==> src/rtl/imc_pkg.sv <==
// shared constants for the interrupt controller
package imc_pkg;
    localparam int NUM_SRC = 15;
    localparam int NUM_LINES = 12;
    localparam int IDX_W = 4;

    // register byte offsets
    localparam logic [7:0] OFF_EN_BASIC = 8'ha8;
    localparam logic [7:0] OFF_LVL_BASIC = 8'hb8;
    localparam logic [7:0] OFF_FLAG_BASIC = 8'hc0;
    localparam logic [7:0] OFF_FLAG_EXT = 8'hc4;
    localparam logic [7:0] OFF_LOCAL = 8'hc8;
    localparam logic [7:0] OFF_STATUS = 8'hcc;
    localparam logic [7:0] OFF_EXT_CTRL = 8'hd8;
    localparam logic [7:0] OFF_EN_EXT = 8'he8;
    localparam logic [7:0] OFF_LVL_EXT = 8'hf8;

    // bits that read as constant ones
    localparam logic [7:0] EN_EXT_ONES = 8'he0;
    localparam logic [7:0] LVL_BASIC_ONES = 8'h80;
    localparam logic [7:0] LVL_EXT_ONES = 8'he0;
    localparam logic [7:0] FLAG_EXT_ONES = 8'h08;
    localparam logic [7:0] EXT_CTRL_ONES = 8'h40;

    // field positions
    localparam int BIT_GLOBAL_EN = 7;
    localparam int BIT_RATE_DOUBLE = 7;
    localparam int BIT_FD_EN = 5;
    localparam int BIT_FD_FLAG = 4;
    localparam int BIT_RTC_FLAG = 3;
    localparam int BIT_T3_FLAG = 7;
    localparam int BIT_CC_FLAG = 6;
    localparam int BIT_T2_FLAG = 5;
    localparam int BIT_RADIO_FLAG = 4;
    localparam int BIT_CONV_FLAG = 0;
    localparam int BIT_CONV_EN = 1;
    localparam int BIT_CIPH_FLAG = 2;
    localparam int BIT_CIPH_EN = 3;

    // source indices
    localparam int SRC_FD = 0;
    localparam int SRC_EXT0 = 1;
    localparam int SRC_T0 = 2;
    localparam int SRC_EXT1 = 3;
    localparam int SRC_T1 = 4;
    localparam int SRC_S0TX = 5;
    localparam int SRC_S0RX = 6;
    localparam int SRC_S1TX = 7;
    localparam int SRC_S1RX = 8;
    localparam int SRC_RADIO = 9;
    localparam int SRC_T2 = 10;
    localparam int SRC_CONV = 11;
    localparam int SRC_CIPH = 12;
    localparam int SRC_T3 = 13;
    localparam int SRC_RTC = 14;

    // reset values
    localparam logic [7:0] RST_EN_BASIC = 8'h00;
    localparam logic [4:0] RST_EN_EXT = 5'h00;
    localparam logic [6:0] RST_LVL_BASIC = 7'h00;
    localparam logic [4:0] RST_LVL_EXT = 5'h00;
    localparam logic [7:0] RST_VECTOR = 8'h00;

    // priority levels, 0 means nothing in service
    localparam logic [1:0] LVL_NONE = 2'h0;
    localparam logic [1:0] LVL_LOW = 2'h1;
    localparam logic [1:0] LVL_HIGH = 2'h2;
    localparam logic [1:0] LVL_TOP = 2'h3;

    // vector per line, index is natural priority
    localparam logic [NUM_LINES-1:0][7:0] LINE_VECTOR = {
        8'h63, 8'h5b, 8'h53, 8'h4b, 8'h43, 8'h3b,
        8'h23, 8'h1b, 8'h13, 8'h0b, 8'h03, 8'h33};

    typedef enum logic [0:0] {
        BUS_ANSWER = 1'b0,
        BUS_WAIT = 1'b1
    } imc_bus_e;
endpackage

==> src/rtl/imc_arbiter.sv <==
// picks the winning line by level then natural priority
`timescale 1ns/10ps
`default_nettype none
module imc_arbiter #(
    parameter int NLINES = 12
) (
    input wire logic [NLINES-1:0] lineReq,
    input wire logic [NLINES-1:0][1:0] lineLvl,
    input wire logic [1:0] ceilLvl,
    output logic grant,
    output logic [imc_pkg::IDX_W-1:0] grantIdx,
    output logic [1:0] grantLvl
);
    always_comb begin
        grant = 1'b0;
        grantIdx = '0;
        grantLvl = imc_pkg::LVL_NONE;
        // walk down so a lower index wins a tie
        for (int i = NLINES - 1; i >= 0; i--) begin
            if (lineReq[i] && lineLvl[i] > ceilLvl &&
                (!grant || lineLvl[i] >= grantLvl)) begin
                grant = 1'b1;
                grantIdx = imc_pkg::IDX_W'(i);
                grantLvl = lineLvl[i];
            end
        end
    end
endmodule
`default_nettype wire

==> src/rtl/imc_controller.sv <==
// interrupt controller top with avalon register slave
// Functional notes
// RQ1: fifteen sources feed twelve vectored lines, some lines shared.
// RQ2: ext0, timer0, ext1, timer1 vectors 0x03, 0x0B, 0x13, 0x1B.
// RQ3: flash/debug uses vector 0x33, natural priority 0, no level control.
// RQ4: serial zero tx or rx raise one line, vector 0x23, priority 5.
// RQ5: serial one tx or rx share line, vector 0x3B, priority 6.
// RQ6: radio line uses vector 0x43, priority 7, extended enable and flag.
// RQ7: converter and cipher share 0x53, each needs local and shared enable.
// RQ8: timer two 0x4B/8, timer three 0x5B/10, clock alarm 0x63/11.
// RQ9: ext and timer zero/one flags clear by hardware when serviced.
// RQ10: global enable gates every line except flash/debug.
// RQ11: flash/debug gated only by its own enable.
// RQ12: basic enable register layout, global at bit 7, all reset zero.
// RQ13: extended enable layout, bits 7 to 5 read one.
// RQ14: software setting a flag requests like a hardware event.
// RQ15: a running routine is preempted only by a higher level.
// RQ16: routines end with return; in-service level is then released.
// RQ17: interrupts are taken only at instruction boundaries.
// RQ18: after return or enable/level write, one more instruction first.
// RQ19: flash/debug flag at bit 4 set by flash write or trap, software clears.
// RQ20: clock alarm flag at bit 3 set by request or software.
// RQ21: flash/debug enable at bit 5, bit 6 reads one, bits 2-0 zero.
// RQ22: bit 7 of extended control doubles serial one rate.
// RQ23: equal level ties go to the lowest natural priority number.
// RQ24: only a strictly higher level preempts; flash/debug alone is top.
// RQ25: requests sampled at boundaries, vector given with an acknowledge.
//
// Design decision made here: the Avalon-MM slave port.
`timescale 1ns/10ps
`default_nettype none
module imc_controller (
    input wire logic clk_sys,
    input wire logic rst,
    input wire logic ce,
    input wire logic [7:0] avs_address,
    input wire logic avs_read,
    input wire logic avs_write,
    input wire logic [31:0] avs_writedata,
    input wire logic [3:0] avs_byteenable,
    output logic [31:0] avs_readdata,
    output logic avs_waitrequest,
    input wire logic [imc_pkg::NUM_SRC-1:0] srcEvent,
    input wire logic instrDone,
    input wire logic instrIsReturn,
    output logic serviceAck,
    output logic [7:0] serviceVector,
    output logic serialOneRateDouble
);
    imc_pkg::imc_bus_e busState_reg;
    logic [31:0] readData_reg;
    logic [7:0] enBasic_reg;
    logic [4:0] enExt_reg;
    logic [6:0] lvlBasic_reg;
    logic [4:0] lvlExt_reg;
    logic rateDouble_reg;
    logic fdEnable_reg;
    logic convLocalEn_reg;
    logic cipherLocalEn_reg;
    logic [imc_pkg::NUM_SRC-1:0] flag_reg;
    logic convCipherFlag_reg;
    logic cfgWrote_reg;
    logic [2:0] inServ_reg;
    logic serviceAck_reg;
    logic [7:0] serviceVector_reg;

    logic wrStrobe;
    logic [7:0] wd;
    logic cfgWriteNow;
    logic [imc_pkg::NUM_SRC-1:0] swWe;
    logic [imc_pkg::NUM_SRC-1:0] swVal;
    logic [imc_pkg::NUM_SRC-1:0] hwClr;
    logic convCipherSet;
    logic globalEn;
    logic [imc_pkg::NUM_LINES-1:0] lineReq;
    logic [imc_pkg::NUM_LINES-1:0] lineHigh;
    logic [imc_pkg::NUM_LINES-1:0][1:0] lineLvl;
    logic [1:0] ceilLvl;
    logic grant;
    logic [imc_pkg::IDX_W-1:0] grantIdx;
    logic [1:0] grantLvl;
    logic take;
    logic retire;
    logic [31:0] rdMux;

    // bus handshake: one wait cycle, then the answer edge
    always_ff @(posedge clk_sys or posedge rst) begin
        if (rst) begin
            busState_reg <= imc_pkg::BUS_WAIT;
        end else if (ce) begin
            case (busState_reg)
                imc_pkg::BUS_WAIT: begin
                    if (avs_read || avs_write) begin
                        busState_reg <= imc_pkg::BUS_ANSWER;
                    end
                end
                imc_pkg::BUS_ANSWER: begin
                    busState_reg <= imc_pkg::BUS_WAIT;
                end
                default: begin
                    busState_reg <= imc_pkg::BUS_WAIT;
                end
            endcase
        end
    end

    assign avs_waitrequest = busState_reg[0];
    assign avs_readdata = readData_reg;
    assign wrStrobe = ce && avs_write && avs_byteenable[0] &&
        busState_reg == imc_pkg::BUS_ANSWER;
    assign wd = avs_writedata[7:0];
    assign cfgWriteNow = wrStrobe &&
        (avs_address == imc_pkg::OFF_EN_BASIC ||
         avs_address == imc_pkg::OFF_EN_EXT ||
         avs_address == imc_pkg::OFF_LVL_BASIC ||
         avs_address == imc_pkg::OFF_LVL_EXT);

    // enable, level and control registers
    always_ff @(posedge clk_sys or posedge rst) begin
        if (rst) begin
            enBasic_reg <= imc_pkg::RST_EN_BASIC;
            enExt_reg <= imc_pkg::RST_EN_EXT;
            lvlBasic_reg <= imc_pkg::RST_LVL_BASIC;
            lvlExt_reg <= imc_pkg::RST_LVL_EXT;
            rateDouble_reg <= 1'b0;
            fdEnable_reg <= 1'b0;
            convLocalEn_reg <= 1'b0;
            cipherLocalEn_reg <= 1'b0;
        end else if (wrStrobe) begin
            if (avs_address == imc_pkg::OFF_EN_BASIC) begin
                enBasic_reg <= wd; // see RQ12
            end else if (avs_address == imc_pkg::OFF_EN_EXT) begin
                enExt_reg <= wd[4:0]; // see RQ13
            end else if (avs_address == imc_pkg::OFF_LVL_BASIC) begin
                lvlBasic_reg <= wd[6:0];
            end else if (avs_address == imc_pkg::OFF_LVL_EXT) begin
                lvlExt_reg <= wd[4:0];
            end else if (avs_address == imc_pkg::OFF_EXT_CTRL) begin
                rateDouble_reg <= wd[imc_pkg::BIT_RATE_DOUBLE]; // see RQ22
                fdEnable_reg <= wd[imc_pkg::BIT_FD_EN]; // see RQ21
            end else if (avs_address == imc_pkg::OFF_LOCAL) begin
                convLocalEn_reg <= wd[imc_pkg::BIT_CONV_EN];
                cipherLocalEn_reg <= wd[imc_pkg::BIT_CIPH_EN];
            end
        end
    end

    assign serialOneRateDouble = rateDouble_reg;

    // software writes that reach each flag
    always_comb begin
        swWe = '0;
        swVal = '0;
        if (wrStrobe) begin
            if (avs_address == imc_pkg::OFF_FLAG_BASIC) begin
                swWe[imc_pkg::SRC_S1RX:imc_pkg::SRC_EXT0] = '1;
                swVal[imc_pkg::SRC_S1RX:imc_pkg::SRC_EXT0] = wd;
            end else if (avs_address == imc_pkg::OFF_FLAG_EXT) begin
                swWe[imc_pkg::SRC_T3] = 1'b1;
                swVal[imc_pkg::SRC_T3] = wd[imc_pkg::BIT_T3_FLAG];
                swWe[imc_pkg::SRC_T2] = 1'b1;
                swVal[imc_pkg::SRC_T2] = wd[imc_pkg::BIT_T2_FLAG];
                swWe[imc_pkg::SRC_RADIO] = 1'b1;
                swVal[imc_pkg::SRC_RADIO] = wd[imc_pkg::BIT_RADIO_FLAG];
            end else if (avs_address == imc_pkg::OFF_EXT_CTRL) begin
                swWe[imc_pkg::SRC_FD] = 1'b1; // see RQ19
                swVal[imc_pkg::SRC_FD] = wd[imc_pkg::BIT_FD_FLAG];
                swWe[imc_pkg::SRC_RTC] = 1'b1; // see RQ20
                swVal[imc_pkg::SRC_RTC] = wd[imc_pkg::BIT_RTC_FLAG];
            end else if (avs_address == imc_pkg::OFF_LOCAL) begin
                swWe[imc_pkg::SRC_CONV] = 1'b1;
                swVal[imc_pkg::SRC_CONV] = wd[imc_pkg::BIT_CONV_FLAG];
                swWe[imc_pkg::SRC_CIPH] = 1'b1;
                swVal[imc_pkg::SRC_CIPH] = wd[imc_pkg::BIT_CIPH_FLAG];
            end
        end
    end

    // taking ext/timer zero/one lines clears their flag
    always_comb begin
        hwClr = '0;
        if (take && grantIdx >= imc_pkg::IDX_W'(imc_pkg::SRC_EXT0) &&
            grantIdx <= imc_pkg::IDX_W'(imc_pkg::SRC_T1)) begin
            hwClr[grantIdx] = 1'b1; // see RQ9
        end
    end

    // per-source flags; a hardware event beats a clear
    for (genvar i = 0; i < imc_pkg::NUM_SRC; i++) begin : g_flag
        always_ff @(posedge clk_sys or posedge rst) begin
            if (rst) begin
                flag_reg[i] <= 1'b0;
            end else if (ce) begin
                if (srcEvent[i]) begin
                    flag_reg[i] <= 1'b1;
                end else if (swWe[i]) begin
                    flag_reg[i] <= swVal[i]; // see RQ14
                end else if (hwClr[i]) begin
                    flag_reg[i] <= 1'b0;
                end
            end
        end
    end

    // shared converter/cipher flag set by gated local flags, cleared only by software
    assign convCipherSet =
        (flag_reg[imc_pkg::SRC_CONV] && convLocalEn_reg) ||
        (flag_reg[imc_pkg::SRC_CIPH] && cipherLocalEn_reg); // see RQ7

    always_ff @(posedge clk_sys or posedge rst) begin
        if (rst) begin
            convCipherFlag_reg <= 1'b0;
        end else if (ce) begin
            if (convCipherSet) begin
                convCipherFlag_reg <= 1'b1;
            end else if (wrStrobe &&
                avs_address == imc_pkg::OFF_FLAG_EXT) begin
                convCipherFlag_reg <= wd[imc_pkg::BIT_CC_FLAG];
            end
        end
    end

    // line requests, index equals natural priority
    assign globalEn = enBasic_reg[imc_pkg::BIT_GLOBAL_EN]; // see RQ10

    always_comb begin
        lineReq[0] = fdEnable_reg && flag_reg[imc_pkg::SRC_FD]; // see RQ11
        lineReq[1] = enBasic_reg[0] && flag_reg[imc_pkg::SRC_EXT0];
        lineReq[2] = enBasic_reg[1] && flag_reg[imc_pkg::SRC_T0];
        lineReq[3] = enBasic_reg[2] && flag_reg[imc_pkg::SRC_EXT1];
        lineReq[4] = enBasic_reg[3] && flag_reg[imc_pkg::SRC_T1];
        lineReq[5] = enBasic_reg[4] && (flag_reg[imc_pkg::SRC_S0TX] ||
            flag_reg[imc_pkg::SRC_S0RX]); // see RQ4
        lineReq[6] = enBasic_reg[6] && (flag_reg[imc_pkg::SRC_S1TX] ||
            flag_reg[imc_pkg::SRC_S1RX]); // see RQ5
        lineReq[7] = enExt_reg[0] && flag_reg[imc_pkg::SRC_RADIO]; // see RQ6
        lineReq[8] = enExt_reg[1] && flag_reg[imc_pkg::SRC_T2]; // see RQ8
        lineReq[9] = enExt_reg[2] && convCipherFlag_reg; // see RQ7
        lineReq[10] = enExt_reg[3] && flag_reg[imc_pkg::SRC_T3];
        lineReq[11] = enExt_reg[4] && flag_reg[imc_pkg::SRC_RTC];
        lineReq[imc_pkg::NUM_LINES-1:1] =
            lineReq[imc_pkg::NUM_LINES-1:1] & {11{globalEn}}; // see RQ10
    end

    // level select bits per line
    assign lineHigh = {lvlExt_reg, lvlBasic_reg[6], lvlBasic_reg[4:0],
        1'b0};

    always_comb begin
        lineLvl[0] = imc_pkg::LVL_TOP; // see RQ24
        for (int i = 1; i < imc_pkg::NUM_LINES; i++) begin
            lineLvl[i] = lineHigh[i] ? imc_pkg::LVL_HIGH : imc_pkg::LVL_LOW;
        end
    end

    // highest level now in service
    always_comb begin
        if (inServ_reg[2]) begin
            ceilLvl = imc_pkg::LVL_TOP;
        end else if (inServ_reg[1]) begin
            ceilLvl = imc_pkg::LVL_HIGH;
        end else if (inServ_reg[0]) begin
            ceilLvl = imc_pkg::LVL_LOW;
        end else begin
            ceilLvl = imc_pkg::LVL_NONE;
        end
    end

    imc_arbiter #(
        .NLINES(imc_pkg::NUM_LINES)
    ) u_arbiter (
        .lineReq(lineReq),
        .lineLvl(lineLvl),
        .ceilLvl(ceilLvl),
        .grant(grant),
        .grantIdx(grantIdx),
        .grantLvl(grantLvl)
    ); // see RQ15 see RQ23

    // boundary sampling with one-instruction holdoff
    assign take = ce && instrDone && grant && !instrIsReturn &&
        !cfgWrote_reg && !cfgWriteNow; // see RQ17 see RQ18 see RQ25
    assign retire = ce && instrDone && instrIsReturn; // see RQ16

    always_ff @(posedge clk_sys or posedge rst) begin
        if (rst) begin
            cfgWrote_reg <= 1'b0;
        end else if (ce) begin
            if (instrDone) begin
                cfgWrote_reg <= 1'b0;
            end else if (cfgWriteNow) begin
                cfgWrote_reg <= 1'b1; // see RQ18
            end
        end
    end

    // in-service levels, bit n is level n+1
    always_ff @(posedge clk_sys or posedge rst) begin
        if (rst) begin
            inServ_reg <= 3'h0;
        end else if (take) begin
            inServ_reg[grantLvl - 2'h1] <= 1'b1; // see RQ15
        end else if (retire) begin
            if (inServ_reg[2]) begin
                inServ_reg[2] <= 1'b0;
            end else if (inServ_reg[1]) begin
                inServ_reg[1] <= 1'b0;
            end else begin
                inServ_reg[0] <= 1'b0;
            end
        end
    end

    // vector and acknowledge to the sequencer
    always_ff @(posedge clk_sys or posedge rst) begin
        if (rst) begin
            serviceAck_reg <= 1'b0;
            serviceVector_reg <= imc_pkg::RST_VECTOR;
        end else if (ce) begin
            serviceAck_reg <= take;
            if (take) begin
                serviceVector_reg <= imc_pkg::LINE_VECTOR[grantIdx]; // see RQ2
            end
        end
    end

    assign serviceAck = serviceAck_reg;
    assign serviceVector = serviceVector_reg; // see RQ1 see RQ3

    // register read mux
    always_comb begin
        rdMux = 32'h0;
        if (avs_address == imc_pkg::OFF_EN_BASIC) begin
            rdMux[7:0] = enBasic_reg;
        end else if (avs_address == imc_pkg::OFF_EN_EXT) begin
            rdMux[7:0] = imc_pkg::EN_EXT_ONES | {3'h0, enExt_reg}; // see RQ13
        end else if (avs_address == imc_pkg::OFF_LVL_BASIC) begin
            rdMux[7:0] = imc_pkg::LVL_BASIC_ONES | {1'b0, lvlBasic_reg};
        end else if (avs_address == imc_pkg::OFF_LVL_EXT) begin
            rdMux[7:0] = imc_pkg::LVL_EXT_ONES | {3'h0, lvlExt_reg};
        end else if (avs_address == imc_pkg::OFF_EXT_CTRL) begin
            rdMux[7:0] = imc_pkg::EXT_CTRL_ONES; // see RQ21
            rdMux[imc_pkg::BIT_RATE_DOUBLE] = rateDouble_reg;
            rdMux[imc_pkg::BIT_FD_EN] = fdEnable_reg;
            rdMux[imc_pkg::BIT_FD_FLAG] = flag_reg[imc_pkg::SRC_FD];
            rdMux[imc_pkg::BIT_RTC_FLAG] = flag_reg[imc_pkg::SRC_RTC];
        end else if (avs_address == imc_pkg::OFF_FLAG_BASIC) begin
            rdMux[7:0] = flag_reg[imc_pkg::SRC_S1RX:imc_pkg::SRC_EXT0];
        end else if (avs_address == imc_pkg::OFF_FLAG_EXT) begin
            rdMux[7:0] = imc_pkg::FLAG_EXT_ONES;
            rdMux[imc_pkg::BIT_T3_FLAG] = flag_reg[imc_pkg::SRC_T3];
            rdMux[imc_pkg::BIT_CC_FLAG] = convCipherFlag_reg;
            rdMux[imc_pkg::BIT_T2_FLAG] = flag_reg[imc_pkg::SRC_T2];
            rdMux[imc_pkg::BIT_RADIO_FLAG] = flag_reg[imc_pkg::SRC_RADIO];
        end else if (avs_address == imc_pkg::OFF_LOCAL) begin
            rdMux[imc_pkg::BIT_CONV_FLAG] = flag_reg[imc_pkg::SRC_CONV];
            rdMux[imc_pkg::BIT_CONV_EN] = convLocalEn_reg;
            rdMux[imc_pkg::BIT_CIPH_FLAG] = flag_reg[imc_pkg::SRC_CIPH];
            rdMux[imc_pkg::BIT_CIPH_EN] = cipherLocalEn_reg;
        end else if (avs_address == imc_pkg::OFF_STATUS) begin
            rdMux[2:0] = inServ_reg;
            rdMux[15:8] = serviceVector_reg;
        end
    end

    // read data captured in the wait cycle, stands at the answer edge
    always_ff @(posedge clk_sys or posedge rst) begin
        if (rst) begin
            readData_reg <= 32'h0;
        end else if (ce && avs_read &&
            busState_reg == imc_pkg::BUS_WAIT) begin
            readData_reg <= rdMux;
        end
    end
endmodule
`default_nettype wire

==> config.mk <==
export PLATFORM = sky130hd
export DESIGN_NAME = imc_controller
export DESIGN_NICKNAME = d
export VERILOG_FILES = /design/src/rtl/imc_pkg.sv /design/src/rtl/imc_arbiter.sv /design/src/rtl/imc_controller.sv
export SDC_FILE = /design/constraint.sdc
export NUM_CORES = 1
export LEC_CHECK = 0
export BUFFER_PORTS_ARGS = -buffer_cell sky130_fd_sc_hd__clkbuf_2
export CORE_ASPECT_RATIO = 1.75
export CORE_MARGIN = 3
export CORE_UTILIZATION = 51
export CTS_BUF_LIST = sky130_fd_sc_hd__clkbuf_16
export CTS_CLUSTER_DIAMETER = 50
export CTS_CLUSTER_SIZE = 10
export DETAILED_ROUTE_END_ITERATION = 8
export PLACE_DENSITY_LB_ADDON = 0.12
export SYNTH_ARGS = -nofsm -noshare
export SYNTH_HDL_FRONTEND = slang
export SYNTH_SLANG_ARGS = --single-unit
==> constraint.sdc <==
create_clock -name clk_sys -period 14.23 [get_ports clk_sys]
set_clock_uncertainty 0.05 [all_clocks]
set_input_delay 2.1345 -clock clk_sys [delete_from_list [all_inputs] [get_ports clk_sys]]
set_output_delay 2.1345 -clock clk_sys [all_outputs]
set_load 0.01 [all_outputs]
==> results.json, run 1 <==
{
  "status": "finished clean",
  "die_w_um": 84.2,
  "required_ns": 14.39,
  "synth_top_area_frac": 0.312,
  "ys_warn_count": 0,
  "syn_area_per_cell_sq_um": 8.91,
  "critPathKind": "reg -> reg",
  "cts_buffers": 9,
  "p_per_area_mw_per_mm2": 69.0,
  "fill_cells": 923,
  "overflow": 0,
  "antenna_found_initial": 0,
  "cts-root-buf": "clkbuf_16",
  "yosysTopAreaCell": "dfrtp_1",
  "syn2layout_area_growth_pct": 18.6,
  "clock.fmax_mhz": 73.6,
  "largest_reg_flops": 15,
  "grt_pass1_vias": 5118,
  "final-setup-viol-count": 0,
  "synthArstFlopShare": 1.00,
  "synth_area_leaders": "dfrtp_1 31%, ha_1 10%, mux2_2 5.0%, o21ai_0 4.6%, nand2_1 4.3%",
  "drv_cap": 0,
  "path_max_fanout": 7,
  "cts_buffer_depth": 2,
  "start_util": 0.526,
  "die_height_um": 143,
  "crit_family": "compound AO/OA/AOI/OAI gates",
  "drt-vias-per-instance": 6.31,
  "hold_viol_final": 0,
  "crit_top_cell": "ha_1",
  "clkLatencyLatePin_ns": 0.33,
  "synth_edf_count": 0,
  "drcViolationCount": 0,
  "post-place-ws_ns": 0.0346,
  "antenna_cells": 0,
  "htreeDepth": 3,
  "drive_above_1_share": 0.271,
  "ys_ff_latch": 69,
  "cts_tree": "done",
  "peakVddDrop_mv": 0.0698,
  "maxSlewHeadroom": 0.372,
  "post_drt_wl_per_cell_um": 19.8,
  "track_usage": 0.272,
  "slew_viol_final": 0,
  "start_kind": "flip-flop",
  "crit_path_end_kind": "flip-flop",
  "dp_hpwl_um": 12500,
  "ys_seq_area_frac": 0.317,
  "portBuffers": 61,
  "nNetsFinal": 810,
  "ant_nets": 0,
  "worstMarginPinSlew_ns": 0.933,
  "cts_sinks": 69,
  "grt_max_degree": 70,
  "worstPathArrival_ns": 13.75,
  "fin_ws_ns": 0.639,
  "io_pins": 109,
  "die_area_sq_mm": 0.0120,
  "grt_pass1_wl_um": 26100,
  "vias": 5247,
  "timing.final.crit_share": 0.955,
  "wirelength_um": 16500,
  "cp_slowest_cell": "dfrtp_1",
  "postCtsHoldBufs": 0,
  "leakagePower_nw": 3.09,
  "ys_types": 78,
  "row_count": 49,
  "synthTopCellsByCount": "68 x dfrtp_1, 63 x nand2_1, 50 x o21ai_0, 44 x ha_1, 41 x nor2_1",
  "synth.cell_area_sq_mm": 0.00545,
  "crit_buf_inv": 3,
  "dr.pass1.iters": 6,
  "gp_congestion": 0.948,
  "synthCells": 612,
  "final_util": 0.624,
  "max_stage_delay_ns": 0.37,
  "core_area_sq_mm": 0.0104,
  "cts.clk_slew.worst_paths_ns": 0.06,
  "ys.flop_type": "dfrtp_1",
  "post-synth-top-count-cell": "dfrtp_1",
  "finalCriticalPeriod_ns": 13.59,
  "first_iter_violations": 324,
  "hold_class": "reg -> reg"
}
==> logic make-up after synthesis <==
kind of cell,count (synthesis),share of synthesized area
AO/OA/AOI/OAI,199,0.264
adder cells (fa/ha/maj),45,0.103
buffers and inverters,63,0.0608
flip-flops,69,0.317
multiplexers,34,0.0679
other,1,0.000688
AND/OR/NAND/NOR,201,0.187
==> worst reg2reg max path: cells and delay by family, from the launching register on <==
family                     cells  cell delay [ns]
AOI/OAI and AO/OA             37             6.08
adders and majority gates     12             3.14
buffers and inverters          3             0.38
DFF                            1             0.37
and+or+nand+nor               21             2.81
muxes                          2             0.63
==> what timing repair did <==
action                                  in CTS  in global routing
endpoints found under the setup margin       1                 14
setup buffers                                0                 16
endpoints found under the hold margin        0                  0
pin swaps                                    0                 31
resized for setup                            1                 37
==> report_power, final <==
part / total, mW / switching, mW / leakage [nW] / internal, mW
sequential: 0.204 / 0.00371 / 0.844 / 0.200
clock: 0.197 / 0.0822 / 0.139 / 0.115
combinational: 0.0448 / 0.0295 / 2.10 / 0.0153
total: 0.446 / 0.115 / 3.09 / 0.331
==> per-stage QoR <==
| step | power [mW] | setup TNS (ns) | std cells | hold WS, ns | instance area, sq um |
|---|---|---|---|---|---|
| after floorplan | 0.237 | 0 | 631 | 0.412 | 5520 |
| after global placement | 0.249 | 0 | 800 | 0.414 | 5910 |
| after detailed placement | 0.250 | 0 | 800 | 0.420 | 5910 |
| after CTS | 0.447 | 0 | 816 | 0.433 | 6180 |
| after global routing | 0.463 | -0.320 | 832 | 0.454 | 6460 |
| final | 0.446 | 0 | 832 | 0.427 | 6460 |
==> cell type report <==
| cell class | instances | area, sq um | share of cell area |
|---|---|---|---|
| clock buffers | 9 | 225 | 0.0348 |
| clock inverters | 7 | 35.0 | 0.00542 |
| inverters | 20 | 75.1 | 0.0116 |
| multi-input cells | 499 | 3640 | 0.563 |
| flip-flops and latches | 69 | 1730 | 0.267 |
| well taps | 127 | 159 | 0.0246 |
| repair buffers | 101 | 606 | 0.0937 |
==> cells in the final DEF, fill, tap and decap left out, types with 4 or more instances in the layout <==
master,netlist,routed
nand2b_1,20,17
o31ai_1,5,5
a21oi_2,0,11
a21oi_1,34,23
and3_1,6,6
nor3_1,7,7
o21a_1,8,8
dfrtp_1,68,68
clkbuf_2,0,61
o22ai_1,7,6
o21ai_1,4,4
nor2b_1,12,12
nand3_1,15,15
clkbuf_16,0,9
nor2_1,41,41
nand2_1,63,62
ha_1,44,43
or3_1,5,5
a21o_1,6,6
mux2_2,24,22
and2_1,9,8
conb_1,1,20
inv_1,20,21
a31oi_1,8,8
mux2i_1,10,10
a22o_1,5,5
o211ai_1,9,9
a211oi_1,5,5
a221oi_2,3,4
a32oi_1,6,6
o211a_1,5,5
nand2b_4,1,4
o21ai_0,50,47
nor4_1,6,6
buf_4,23,40
==> final timing paths <==
kind / startpoint / end / slack, ns / cells past startpoint
min in group asynchronous: rst / avs_readdata[9] / 1.99 / 3
worst max-delay path: inServ_reg[2] / serviceVector[4] / 0.64 / 75
worst max register to register: inServ_reg[2] / serviceVector[4] / 0.64 / 75
worst min-delay path: avs_readdata[6] / avs_readdata[6] / 0.43 / 2
max in group asynchronous: rst / convCipherFlag_reg / 11.55 / 3
worst min register to register: avs_readdata[6] / avs_readdata[6] / 0.43 / 2
==> layer usage <==
metal | global-route usage | up-vias | share of wire
li1 | - | 2425 | -
met5 | 0 | - | 0
met2 | 0.489 | 194 | 0.53
met3 | 0.0318 | 57 | 0.045
met1 | 0.315 | 2571 | 0.37
met4 | 0.142 | 0 | 0.050
(Power assumes the default switching activity.)
==> run 2, diff against run 1 <==
ABC_AREA = 1   (was default)
ABC_CLOCK_PERIOD_IN_PS = 14230   (was default)
==> run 2 against run 1 <==
Global-route usage shrank 1.9 points. Wire length shrank 13%. Sequential power grew 5%. Synthesized cell count grew 19%. Largest power group is now clock.
==> results.json, run 2 <==
{
  "ys_warn_count": 0,
  "synth.cell_area_sq_mm": 0.00529,
  "wirelength_um": 14400,
  "final_common_cell": "nand2_1",
  "rsz0062_at_grt": "false",
  "hold_depth": 2,
  "start_util": 0.530,
  "clkLatencyLatePin_ns": 0.34,
  "track_usage": 0.253,
  "finalCriticalPeriod_ns": 12.14,
  "status": "finished clean",
  "synthTopCellsByCount": "164 x nand2_1, 128 x inv_1, 68 x dfrtp_1, 68 x o21ai_0, 44 x ha_1",
  "final_cell_mix": "164 x nand2_1, 128 x inv_1, 68 x o21ai_0, 68 x dfrtp_1, 61 x clkbuf_2",
  "post_cts_resized": 0,
  "cp_slowest_cell": "dfrtp_1",
  "ys_seq_area_frac": 0.327,
  "dr.pass1.iters": 5,
  "hold_end": "avs_readdata[12]",
  "postCtsHoldBufs": 0,
  "cts_tree": "done",
  "grt_pass1_vias": 4816,
  "hold_class": "reg -> reg",
  "placed_cells": 906,
  "grt_pass1_wl_um": 23400,
  "cts_buffer_depth": 2,
  "rr_startpoint": "inServ_reg[2]",
  "max_stage_delay_ns": 0.45,
  "leakagePower_nw": 3.21,
  "instances_no_fill": 922,
  "nNetsFinal": 902,
  "crit_top_cell": "nand2_1",
  "post_drt_wl_per_cell_um": 15.6,
  "drcViolationCount": 0,
  "peakVddDrop_mv": 0.0666,
  "io_pins": 109,
  "drt-vias-per-instance": 5.38,
  "die_w_um": 83.0,
  "maxSlewHeadroom": 0.380,
  "portBuffers": 61,
  "p_per_area_mw_per_mm2": 88.3,
  "reg2reg_to": "flag_reg[6]",
  "antenna_found_initial": 0,
  "grt_max_degree": 70,
  "timing.hold.ws_ns": 0.427,
  "crit_family": "simple AND/OR/NAND/NOR gates",
  "synth_area_leaders": "dfrtp_1 32%, nand2_1 12%, ha_1 10%, inv_1 9.1%, o21ai_0 6.4%",
  "crit_path_end_kind": "flip-flop",
  "dp_hpwl_um": 11700,
  "ant_nets": 0,
  "worstPathArrival_ns": 12.31,
  "syn_area_per_cell_sq_um": 7.27,
  "setup.worst_path.start": "inServ_reg[2]",
  "vias": 4960,
  "die_area_sq_mm": 0.0117,
  "cts.clk_slew.worst_paths_ns": 0.06,
  "die_height_um": 141,
  "final-setup-viol-count": 0,
  "synth_top_area_frac": 0.322,
  "critPathKind": "reg -> reg",
  "gp_congestion": 0.960,
  "antenna_cells": 0,
  "synthCells": 727,
  "syn2layout_area_growth_pct": 12.8,
  "path_max_fanout": 11,
  "largest_reg_flops": 15,
  "htreeDepth": 3,
  "cts-root-buf": "clkbuf_16",
  "hold_viol_final": 0,
  "drv_cap": 0,
  "post-place-ws_ns": 2.05,
  "synthArstFlopShare": 1.00,
  "crit_buf_inv": 20,
  "timing.final.crit_share": 0.853,
  "core_area_sq_mm": 0.00997,
  "row_count": 48,
  "reg2regPathDepth": 95,
  "ys.flop_type": "dfrtp_1",
  "required_ns": 14.40,
  "finalPower_mw": 0.527,
  "slew_viol_final": 0,
  "start_kind": "flip-flop",
  "first_iter_violations": 274,
  "overflow": 0,
  "r2r_setup_slack_ns": 2.09,
  "cts_setup_buffers": 0,
  "synth_edf_count": 0,
  "post-synth-top-count-cell": "nand2_1",
  "cts_sinks": 69,
  "fin_ws_ns": 2.09,
  "cts_buffers": 9,
  "fill_cells": 976,
  "worstMarginPinSlew_ns": 0.921,
  "ys_types": 50,
  "clock.fmax_mhz": 82.4,
  "drive_above_1_share": 0.163,
  "min_from": "avs_readdata[12]",
  "setup_tns_ns": 0,
  "ys_ff_latch": 69,
  "yosysTopAreaCell": "dfrtp_1"
}
==> run 2: cell types whose count changed after synthesis, moves of 8 or more <==
cell / delta
nand2_1: +101
o21ai_0: +18
nand3_1: +10
mux2_2: -24
a21oi_1: -8
nor2b_1: -12
mux2i_1: -10
nand2b_1: -20
and2_1: -9
inv_1: +108
nand2_2: +19
clkbuf_1: -10
==> run 2: layout make-up <==
class                      instances  area, sq um  area share
sequential                        69         1730       0.290
timing repair buffer              66          343      0.0575
clock inverter                     7         90.1      0.0151
clock buffer                       9          225      0.0378
inverter                         134          503      0.0843
tap                              125          156      0.0262
multi-input combinational        512         2920       0.490
==> run 2: layer usage <==
layer  track usage  up-vias  wire length, um
met1         0.270     2296             5350
met5             0        -                0
met3        0.0351       48              602
li1              -     2467                -
met2         0.471      149             7730
met4         0.142        0              735
==> run 2: cells by family after synthesis <==
family                     count (synthesis)  synth area share
and+or+nand+nor                          303             0.265
buffers and inverters                    165             0.134
AOI/OAI and AO/OA                        145             0.169
DFF                                       69             0.327
adders and majority gates                 44             0.104
other                                      1          0.000709
==> run 2: through the flow <==
step	instance area, sq um	util
2_1_floorplan	5360	-
3_3_place_gp	5650	0.567
3_5_place_dp	5650	0.567
4_1_cts	5970	0.598
5_1_grt	5970	0.598
6_report	5970	0.598
==> run 2: where the power goes <==
part | leakage, nW | switching (mW) | total (mW) | internal, mW
Sequential | 0.862 | 0.00913 | 0.215 | 0.206
Clock | 0.157 | 0.0862 | 0.239 | 0.153
Combinational | 2.19 | 0.0461 | 0.0727 | 0.0267
==> run 2: worst max path at each step <==
stage / endpoint / slack [ns] / cells after the start
after detailed placement: flag_reg[6] / 2.05 / 95
after CTS: flag_reg[6] / 2.00 / 95
after global routing: flag_reg[3] / 0.64 / 95
after global placement: flag_reg[6] / 2.57 / 95
after floorplan: flag_reg[3] / 3.35 / 94
final: flag_reg[6] / 2.09 / 95
==> run 2: worst reg2reg max path: cells and delay by family (launching register included) <==
family                     cells  cell delay, ns
buffers and inverters         20            1.41
adders and majority gates     12            3.17
and+or+nand+nor               47            4.41
DFF                            1            0.45
AOI/OAI and AO/OA             16            2.55
==> run 3, diff against run 2 <==
PLACE_DENSITY = 0.75   (was default)
PLACE_DENSITY_LB_ADDON = default   (was 0.12)
==> run 3 against run 2 <==
Wire length up 2.0%. Critical path depth is 1 lower. Critical endpoint is now flag_reg[0]. Clock power down 10%. Combinational power grew 0.7%. Worst hold slack improved by 0.0042 ns. Clock-buffer cell count did not move.
==> results.json, run 3 (same netlist as run 2, synthesis figures left out) <==
{
  "status": "finished clean",
  "clkLatencyLatePin_ns": 0.33,
  "crit_path_end_kind": "flip-flop",
  "cts-root-buf": "clkbuf_16",
  "drcViolationCount": 0,
  "post_drt_wl_per_cell_um": 16.0,
  "io_pins": 109,
  "clock.fmax_mhz": 81.4,
  "timing.final.crit_share": 0.863,
  "nNetsFinal": 902,
  "crit_buf_inv": 21,
  "setup_tns_ns": 0,
  "reg2reg_to": "flag_reg[0]",
  "gp_congestion": 0.918,
  "dr.pass1.iters": 5,
  "drv_cap": 0,
  "cp.depth": 94,
  "die_w_um": 83.0,
  "rr_startpoint": "inServ_reg[2]",
  "reg2regPathDepth": 94,
  "post_cts_resized": 0,
  "p_per_area_mw_per_mm2": 84.7,
  "max_stage_delay_ns": 0.45,
  "antenna_found_initial": 0,
  "leakagePower_nw": 3.20,
  "cts_setup_buffers": 0,
  "worstPathArrival_ns": 12.44,
  "vias": 5072,
  "worstMarginPinSlew_ns": 0.888,
  "portBuffers": 61,
  "critPathKind": "reg -> reg",
  "start_util": 0.530,
  "cts.clk_slew.worst_paths_ns": 0.06,
  "setup.worst_path.start": "inServ_reg[2]",
  "cts_tree": "done",
  "postCtsHoldBufs": 0,
  "fill_cells": 945,
  "grt_pass1_vias": 5120,
  "crit_family": "simple AND/OR/NAND/NOR gates",
  "drive_above_1_share": 0.162,
  "htreeDepth": 3,
  "start_kind": "flip-flop",
  "track_usage": 0.263,
  "syn2layout_area_growth_pct": 12.2,
  "die_height_um": 141,
  "rsz0062_at_grt": "false",
  "first_iter_violations": 268,
  "wirelength_um": 14700,
  "dp_hpwl_um": 12000,
  "row_count": 48,
  "grt_pass1_wl_um": 24300,
  "overflow": 0,
  "slew_viol_final": 0,
  "cp_slowest_cell": "dfrtp_1",
  "final-setup-viol-count": 0,
  "final_common_cell": "nand2_1",
  "finalCriticalPeriod_ns": 12.28,
  "maxSlewHeadroom": 0.403,
  "hold_viol_final": 0,
  "ant_nets": 0,
  "final_util": 0.595,
  "r2r_setup_slack_ns": 1.95,
  "die_area_sq_mm": 0.0117,
  "cts_buffer_depth": 2,
  "core_area_sq_mm": 0.00997,
  "required_ns": 14.39,
  "grt_max_degree": 70,
  "drt-vias-per-instance": 5.50,
  "peakVddDrop_mv": 0.0863,
  "final_cell_mix": "164 x nand2_1, 128 x inv_1, 68 x o21ai_0, 68 x dfrtp_1, 61 x clkbuf_2",
  "largest_reg_flops": 15,
  "path_max_fanout": 11,
  "cts_buffers": 9,
  "cts_sinks": 69,
  "hold_class": "reg -> reg",
  "critical_path.endpoint": "flag_reg[0]",
  "antenna_cells": 0
}
run 3: power breakdown:
| group | internal [mW] | switching [mW] |
|---|---|---|
| registers | 0.206 | 0.00914 |
| clock network | 0.133 | 0.0809 |
| logic | 0.0268 | 0.0465 |
run 3: worst register-to-register path, delay by kind of cell, from the launching register on:
| kind | cells | cell delay [ns] |
|---|---|---|
| simple gates | 45 | 4.61 |
| fa+ha+maj | 12 | 3.11 |
| compound gates | 16 | 2.44 |
| buf+inv | 21 | 1.51 |
| flops | 1 | 0.45 |
run 3: worst min path at each step:
stage	slack, ns	end	cells after the start	from
6_report	0.43	avs_readdata[5]	2	avs_readdata[5]
2_1_floorplan	0.40	convLocalEn_reg	2	convLocalEn_reg
3_5_place_dp	0.41	avs_readdata[11]	2	avs_readdata[11]
3_3_place_gp	0.41	avs_readdata[11]	2	avs_readdata[11]
4_1_cts	0.43	avs_readdata[11]	2	avs_readdata[11]
5_1_grt	0.47	avs_readdata[5]	2	avs_readdata[5]
run 3: through the flow:
| stage | cell area [sq um] | setup WS, ns | hold slack, ns | cells | total power, mW |
|---|---|---|---|---|---|
| 2_1_floorplan | 5360 | 3.35 | 0.403 | 746 | 0.268 |
| 3_3_place_gp | 5650 | 2.51 | 0.413 | 906 | 0.289 |
| 3_5_place_dp | 5650 | 1.98 | 0.414 | 906 | 0.292 |
| 4_1_cts | 5930 | 1.96 | 0.429 | 922 | 0.506 |
| 5_1_grt | 5930 | 0.619 | 0.466 | 922 | 0.524 |
| 6_report | 5930 | 1.95 | 0.431 | 922 | 0.502 |
run 3: cell type report:
| cell class | instances | area, sq um | share of cell area |
|---|---|---|---|
| clock buffer | 9 | 225 | 0.0380 |
| clock inverter | 7 | 57.6 | 0.00970 |
| inverter | 134 | 503 | 0.0848 |
| multi-input combinational | 512 | 2920 | 0.492 |
| sequential | 69 | 1730 | 0.291 |
| tap | 125 | 156 | 0.0264 |
| timing repair buffer | 66 | 343 | 0.0578 |
run 3: layer usage:
metal  vias up  wire [um]  global-route usage
met1      2354       5260               0.271
li1       2472          -                   -
met2       180       7550               0.468
met4         0       1190               0.220
met5         -          0                   0
met3        66        706              0.0333
